## src/hw/fwd_prohibit_defines.svh

```systemverilog
/*
  Register offsets, field positions, reset values and code points for the
  forward drive prohibit input selection block.
  Assumes inclusion by bare name from the design files.
*/
`ifndef FWD_PROHIBIT_DEFINES_SVH
`define FWD_PROHIBIT_DEFINES_SVH

`define SEL_ONE_OFFSET      12'h000
`define ACTIVE_SEL_OFFSET   12'h004
`define STATUS_OFFSET       12'h008
`define RESTART_OFFSET      12'h00C

`define SEL_ONE_RESET       16'h8881
`define FWD_DIGIT_MSB       15
`define FWD_DIGIT_LSB       12

`define CODE_LAST_CLOSED    4'h6
`define CODE_ALWAYS_PROHIB  4'h7
`define CODE_ALWAYS_ALLOW   4'h8
`define CODE_FIRST_OPEN     4'h9

`define NUM_TERMINALS       7
`define STATUS_PROHIBIT_BIT 0
`define STATUS_PENDING_BIT  1
`define RESTART_GO_BIT      0

`endif

```

## src/hw/fwd_prohibit_pkg.sv

```systemverilog
/*
  Types shared by the forward drive prohibit input selection block.
  Assumes the defines header is available on the include path.
*/
package fwd_prohibit_pkg;
  typedef enum logic [1:0] {
    src_closed,
    src_open,
    src_always_prohibit,
    src_always_allow
  } src_mode_t;

  typedef struct packed {
    src_mode_t   mode;
    logic [2:0]  terminal;
  } fwd_select_t;
endpackage

```

## src/hw/forward_prohibit_input_select.sv

```systemverilog
/*
  Forward drive prohibit input selection with an APB register slave.
  Assumes asynchronous terminal inputs, one 250 MHz clock pclk and an
  asynchronous active low reset presetn.
*/
// How it works
// RULE1 - Top hex digit of the selection setting chooses prohibit source and polarity.
// RULE2 - Codes 0 to 6 pick terminals 13,7..12; drive allowed while input closed.
// RULE3 - Code 7 keeps forward drive prohibited regardless of terminal levels.
// RULE4 - Code 8 keeps forward drive allowed, ignoring all terminals.
// RULE5 - Codes 9 to F pick terminals 13,7..12; drive allowed while input open.
// RULE6 - A changed selection takes effect only at the next restart.
`timescale 1ns/10ps
`include "fwd_prohibit_defines.svh"

module forward_prohibit_input_select
  import fwd_prohibit_pkg::*;
(
  input  wire logic        pclk,
  input  wire logic        presetn,
  input  wire logic        psel,
  input  wire logic        penable,
  input  wire logic        pwrite,
  input  wire logic [11:0] paddr,
  input  wire logic [31:0] pwdata,
  input  wire logic [3:0]  pstrb,
  output logic      [31:0] prdata,
  output logic             pready,
  output logic             pslverr,
  input  wire logic [6:0]  io_connector_terminals,
  input  wire logic        restart,
  output logic             forward_drive_prohibit
);

  // Bit 0 is terminal 13, bits 1..6 are terminals 7..12.
  logic [6:0]  term_s1_q;
  logic [6:0]  term_s2_q;
  logic [6:0]  term_s3_q;
  logic [6:0]  term_q;
  logic [1:0]  restart_sync_q;
  logic        restart_s3_q;
  logic        restart_lvl_q;
  logic [15:0] input_signal_selection_one_q;
  logic [15:0] active_sel_q;
  logic        sw_restart_q;
  logic        prohibit_d;
  fwd_select_t sel;
  logic [3:0]  digit;
  logic        access;
  logic        restart_evt;
  logic        term_level;

  always_ff @(posedge pclk or negedge presetn) begin
    if (!presetn) begin
      term_s1_q <= 7'h00;
      term_s2_q <= 7'h00;
      term_s3_q <= 7'h00;
    end else begin
      term_s1_q <= io_connector_terminals;
      term_s2_q <= term_s1_q;
      term_s3_q <= term_s2_q;
    end
  end

  // A terminal change counts only once two later stages agree, masking glitches.
  genvar g;
  generate
    for (g = 0; g < `NUM_TERMINALS; g = g + 1) begin : g_term
      always_ff @(posedge pclk or negedge presetn) begin
        if (!presetn) begin
          term_q[g] <= 1'b0;
        end else if (term_s2_q[g] == term_s3_q[g]) begin
          term_q[g] <= term_s2_q[g];
        end
      end
    end
  endgenerate

  always_ff @(posedge pclk or negedge presetn) begin
    if (!presetn) begin
      restart_sync_q <= 2'b00;
      restart_s3_q   <= 1'b0;
      restart_lvl_q  <= 1'b0;
    end else begin
      restart_sync_q <= {restart_sync_q[0], restart};
      restart_s3_q   <= restart_sync_q[1];
      if (restart_sync_q[1] == restart_s3_q) begin
        restart_lvl_q <= restart_s3_q;
      end
    end
  end

  assign restart_evt = (restart_sync_q[1] == restart_s3_q) && restart_s3_q
                       && !restart_lvl_q;
  assign access = psel && penable;

  // The bus answers in the access cycle itself, so no wait states are inserted.
  always_ff @(posedge pclk or negedge presetn) begin
    if (!presetn) begin
      input_signal_selection_one_q <= `SEL_ONE_RESET;
    end else if (access && pwrite && paddr == `SEL_ONE_OFFSET) begin
      if (pstrb[0]) begin
        input_signal_selection_one_q[7:0] <= pwdata[7:0];
      end
      if (pstrb[1]) begin
        input_signal_selection_one_q[15:8] <= pwdata[15:8];
      end
    end
  end

  always_ff @(posedge pclk or negedge presetn) begin
    if (!presetn) begin
      sw_restart_q <= 1'b0;
    end else begin
      sw_restart_q <= access && pwrite && paddr == `RESTART_OFFSET && pstrb[0]
                      && pwdata[`RESTART_GO_BIT];
    end
  end

  // Only a restart moves the new setting into force. [RULE6]
  always_ff @(posedge pclk or negedge presetn) begin
    if (!presetn) begin
      active_sel_q <= `SEL_ONE_RESET;
    end else if (restart_evt || sw_restart_q) begin
      active_sel_q <= input_signal_selection_one_q; // [RULE6]
    end
  end

  assign digit = active_sel_q[`FWD_DIGIT_MSB:`FWD_DIGIT_LSB]; // [RULE1]

  always_comb begin
    sel.terminal = 3'd0;
    sel.mode     = src_closed;
    if (digit <= `CODE_LAST_CLOSED) begin
      sel.mode     = src_closed; // [RULE2]
      sel.terminal = digit[2:0];
    end else if (digit == `CODE_ALWAYS_PROHIB) begin
      sel.mode = src_always_prohibit; // [RULE3]
    end else if (digit == `CODE_ALWAYS_ALLOW) begin
      sel.mode = src_always_allow; // [RULE4]
    end else begin
      sel.mode     = src_open; // [RULE5]
      sel.terminal = 3'(digit - `CODE_FIRST_OPEN);
    end
  end

  assign term_level = term_q[sel.terminal];

  always_comb begin
    case (sel.mode)
      src_closed:          prohibit_d = !term_level; // [RULE2]
      src_open:            prohibit_d = term_level; // [RULE5]
      src_always_prohibit: prohibit_d = 1'b1; // [RULE3]
      src_always_allow:    prohibit_d = 1'b0; // [RULE4]
      default:             prohibit_d = 1'b1;
    endcase
  end

  // Reset leaves drive prohibited, the safe side; the first clock after reset loads prohibit_d, before inputs have passed the sync stages.
  always_ff @(posedge pclk or negedge presetn) begin
    if (!presetn) begin
      forward_drive_prohibit <= 1'b1;
    end else begin
      forward_drive_prohibit <= prohibit_d;
    end
  end

  always_ff @(posedge pclk or negedge presetn) begin
    if (!presetn) begin
      prdata  <= 32'h0000_0000;
      pready  <= 1'b0;
      pslverr <= 1'b0;
    end else begin
      pready  <= psel && !penable;
      pslverr <= 1'b0;
      prdata  <= 32'h0000_0000;
      if (psel && !penable) begin
        case (paddr)
          `SEL_ONE_OFFSET:    prdata <= {16'h0000, input_signal_selection_one_q};
          `ACTIVE_SEL_OFFSET: prdata <= {16'h0000, active_sel_q};
          `STATUS_OFFSET: begin
            prdata[`STATUS_PROHIBIT_BIT] <= forward_drive_prohibit;
            prdata[`STATUS_PENDING_BIT]  <= active_sel_q != input_signal_selection_one_q;
            prdata[8 +: 7]               <= term_q;
          end
          `RESTART_OFFSET:    prdata <= 32'h0000_0000;
          default:            pslverr <= 1'b1;
        endcase
      end
    end
  end

endmodule

```

## config.mk

```make
export PLATFORM = sky130hd
export DESIGN_NAME = forward_prohibit_input_select
export DESIGN_NICKNAME = d
export VERILOG_FILES = /design/src/hw/fwd_prohibit_pkg.sv /design/src/hw/forward_prohibit_input_select.sv
export VERILOG_INCLUDE_DIRS = /design/src /design/src/hw
export SDC_FILE = /design/constraint.sdc
export NUM_CORES = 1
export LEC_CHECK = 0
export BUFFER_PORTS_ARGS = -buffer_cell sky130_fd_sc_hd__buf_2
export CELL_PAD_IN_SITES_DETAIL_PLACEMENT = 0
export CELL_PAD_IN_SITES_GLOBAL_PLACEMENT = 2
export CORE_MARGIN = 2
export CORE_UTILIZATION = 34
export CTS_BUF_LIST = sky130_fd_sc_hd__clkbuf_16
export CTS_CLUSTER_DIAMETER = 30
export DETAILED_ROUTE_END_ITERATION = 6
export HOLD_SLACK_MARGIN = 0.02
export PLACE_DENSITY = 0.79
export SLEW_MARGIN = 5
export SYNTH_ARGS = -nofsm -noshare
export SYNTH_HDL_FRONTEND = slang
export SYNTH_SLANG_ARGS = --single-unit
```

## constraint.sdc

```tcl
create_clock -name pclk -period 2.5 [get_ports pclk]
set_input_delay 0.375 -clock pclk [delete_from_list [all_inputs] [get_ports pclk]]
set_output_delay 0.375 -clock pclk [all_outputs]
set_load 0.1 [all_outputs]
```

==> flow_summary_export.csv <==
group,metric,value,unit
logic_synthesis,yosys.area.top_type,"dfrtp_1",
pwr,peakVddDrop,0.000253,V
sta,holdWs,4.47,ps
clock_tree,cts_resized,0,
sta,hold_viol,0,
clock_tree,cts_made_buffers,9,
logic_synthesis,synth_enable_flop_cells,0,
pwr,switchingPower,0.763,mW
layout,antenna_cells,0,
pwr,pwr_density_cell,716,mW/mm^2
logic_synthesis,synth.avg_cell_area,13.3,sq um
die,initial_core_util,0.350,
route,vias_per_cell,4.57,
logic_synthesis,syn_area,0.00362,sq mm
grt,grt_max_degree,46,
placed_design,place_area,0.00401,sq mm
layout,fin_area,0.00433,sq mm
pwr,swShare,0.246,
critical_path,crit_path_start_kind,"register",
sta,rsz0062_at_grt,"false",
die,chipWidth,107,microns
sta,fin_skew,5.27,ps
critical_path,path_class,"reg -> reg",
route,post_drt_wl_per_cell,14.0,microns
die,die-area,0.0115,sq mm
layout,area_growth,19.7,%
route,first_pass_iters,4,
clock_tree,root_buffer,"clkbuf_16",
run_status,outcome,"completed",
critical_path,setup.worst_path.start,"active_sel_q[15]",
placed_design,routabilityCongestion,0.797,
logic_synthesis,synthArstFlopShare,1.00,
grt,grt_pass1_wl,11200,microns
placed_design,hpwl,4480,microns
pwr,leakagePower,2.15,nW
grt,overflow,0,
logic_synthesis,ys_top_cells_by_area,"dfrtp_1, mux2_2, dfstp_2",
logic_synthesis,synth.distinct_cells,43,
logic_synthesis,ys_seq_area_frac,0.584,
sta,worst_pin_slew,669,ps
sta,tns,0,ps
clock_tree,path_clk_slew,60,ps
clock_tree,cts_tree,"yes",
logic_synthesis,postSynthCellCount,272,
die,die_h,107,microns
critical_path,worstPathRequired,2760,ps
die,coreArea,0.0103,sq mm
clock_tree,cts.sinks,84,
pwr,pwr-share-clk,0.450,
sta,maxSlewViolCount,0,
route,routed_wirelength,6660,microns
die,rows,37,
sta,post-route-min-period,1930,ps
pwr,p_seq_frac,0.459,
grt,grt_antenna_before_repair,0,
sta,final-setup-viol-count,0,
layout,fin_nets,397,
job,maxCapViolCount,0,
clock_tree,postCtsSetupRepairBufs,0,
clock_tree,insertion_delay,330,ps
logic_synthesis,yosys.area.top_type_share,0.519,
placed_design,io_buffer_count,61,
clock_tree,clock_path_buffers,2,
sta,max_freq,0.518,GHz
critical_path,crit_fanout,16,
clock_tree,h-tree-depth,3,
placed_design,dp_slack,278,ps
grt,grtUsageTotal,0.130,
die,io_pins,96,
sta,fin_crit_sh,0.772,
pwr,intPower,2.34,mW
logic_synthesis,ys_ff_latch,84,
logic_synthesis,yosysWarnings,0,
route,drc,0,
critical_path,worst-endpoint-arrival,2190,ps
critical_path,endpoint_kind,"register",
route,vias,2173,
sta,maxSlewHeadroom,0.553,
pwr,comb_power_share,0.091,
clock_tree,cts_hold_buf,0,
route,drtIter0Drc,89,
layout,layout-drive-gt1-share,0.379,
grt,grt_pass1_vias,2208,
route,antenna_left,0,
critical_path,reg2reg_from,"active_sel_q[15]",
hold_path,hp-class,"in -> async",
sta,worst_slack,570,ps
logic_synthesis,ys.flop_type,"dfrtp_1",
power by group through the flow:
stage | sequential, mW | combinational, mW | clock (mW)
after global routing | 1.43 | 0.302 | 1.51
after detailed placement | 1.45 | 0.285 | 0
after floorplan | 1.46 | 0.194 | 0
after global placement | 1.45 | 0.281 | 0
after CTS | 1.42 | 0.285 | 1.44
final | 1.42 | 0.282 | 1.40
routing by layer:
metal  vias up  global-route usage  routed length, microns
met2        73               0.184                    2880
met3         9              0.0371                     455
met4         0              0.0612                     119
li1       1035                   -                       -
met1      1056               0.182                    3200
met5         -                   0                       0
synthesized netlist by cell type, drive strengths merged (2+ instances only):
cell type / count
nand2: 3
nand3: 3
nor2b: 5
o21ai: 4
o21bai: 2
xor2: 16
inv: 3
maj3: 7
nor2: 29
a21oi: 12
nand4: 2
buf: 19
nor4: 5
a32oi: 2
mux2i: 16
dfstp: 9
dfrtp: 75
clkbuf: 7
nor3: 3
mux2: 35
area by class of cell:
type | count | area [sq um]
clock buffers | 9 | 225
fillers | 960 | 5990
repair buffers | 63 | 335
clock inverters | 7 | 91.3
well taps | 136 | 170
multi-input cells | 174 | 1380
inverters | 3 | 11.3
flip-flops and latches | 84 | 2110
worst max-delay path, stage by stage (launching register included):
cell and delay (ps):
dfstp_2 690, nor2b_1 320, o21bai_1 90, mux2_2 260, a32oi_1 240, o21ai_0 120
o221a_2 140
cell usage in the layout, fill, tap and decap left out, types with 3 or more instances in the layout:
cell type	count
dfrtp_1	75
buf_2	60
nor2_1	27
mux2_2	27
mux2i_1	16
xor2_1	16
conb_1	16
a21oi_1	12
dfstp_2	9
clkbuf_16	9
mux2_4	8
maj3_1	7
nor2b_1	5
nor4_1	4
o21ai_0	4
inv_1	4
nand2_1	3
registers in the layout, indices dropped and copies added, names as in the netlist:
register	flops
restart_lvl_q	1
term_s2_q	7
restart_s3_q	1
forward_drive_prohibit	1
restart_sync_q	2
input_signal_selection_one_q	16
term_s1_q	7
term_q	7
term_s3_q	7
active_sel_q	16
pslverr	1
pready	1
prdata	16
sw_restart_q	1
final timing paths:
path	to	slack, ps	cells past startpoint
worst max-delay path	forward_drive_prohibit	570	6
worst min-delay path	prdata[11]	4	1
worst max register to register	forward_drive_prohibit	570	6
worst min register to register	term_s2_q[4]	350	0
max in group asynchronous	input_signal_selection_one_q[7]	1820	2
min in group pclk	term_s1_q[2]	140	1
per-stage QoR:
stage | power (mW) | cells | util
floorplan | 1.66 | 287 | -
global placement | 1.73 | 460 | 0.389
detailed placement | 1.73 | 460 | 0.389
CTS | 3.15 | 476 | 0.419
global route | 3.24 | 476 | 0.419
finish | 3.10 | 476 | 0.419
logic make-up (layout without fill, tap and decap cells):
family / after synthesis / count (layout) / share of synthesized area
flops: 84 / 84 / 0.584
simple gates: 58 / 58 / 0.100
mux: 51 / 51 / 0.162
buf+inv: 29 / 82 / 0.0488
compound gates: 25 / 25 / 0.0429
xor+xnor: 16 / 16 / 0.0387
fa+ha+maj: 8 / 8 / 0.0228
other cells: 1 / 16 / 0.00104
No activity file was read; power rests on OpenSTA's default activity.
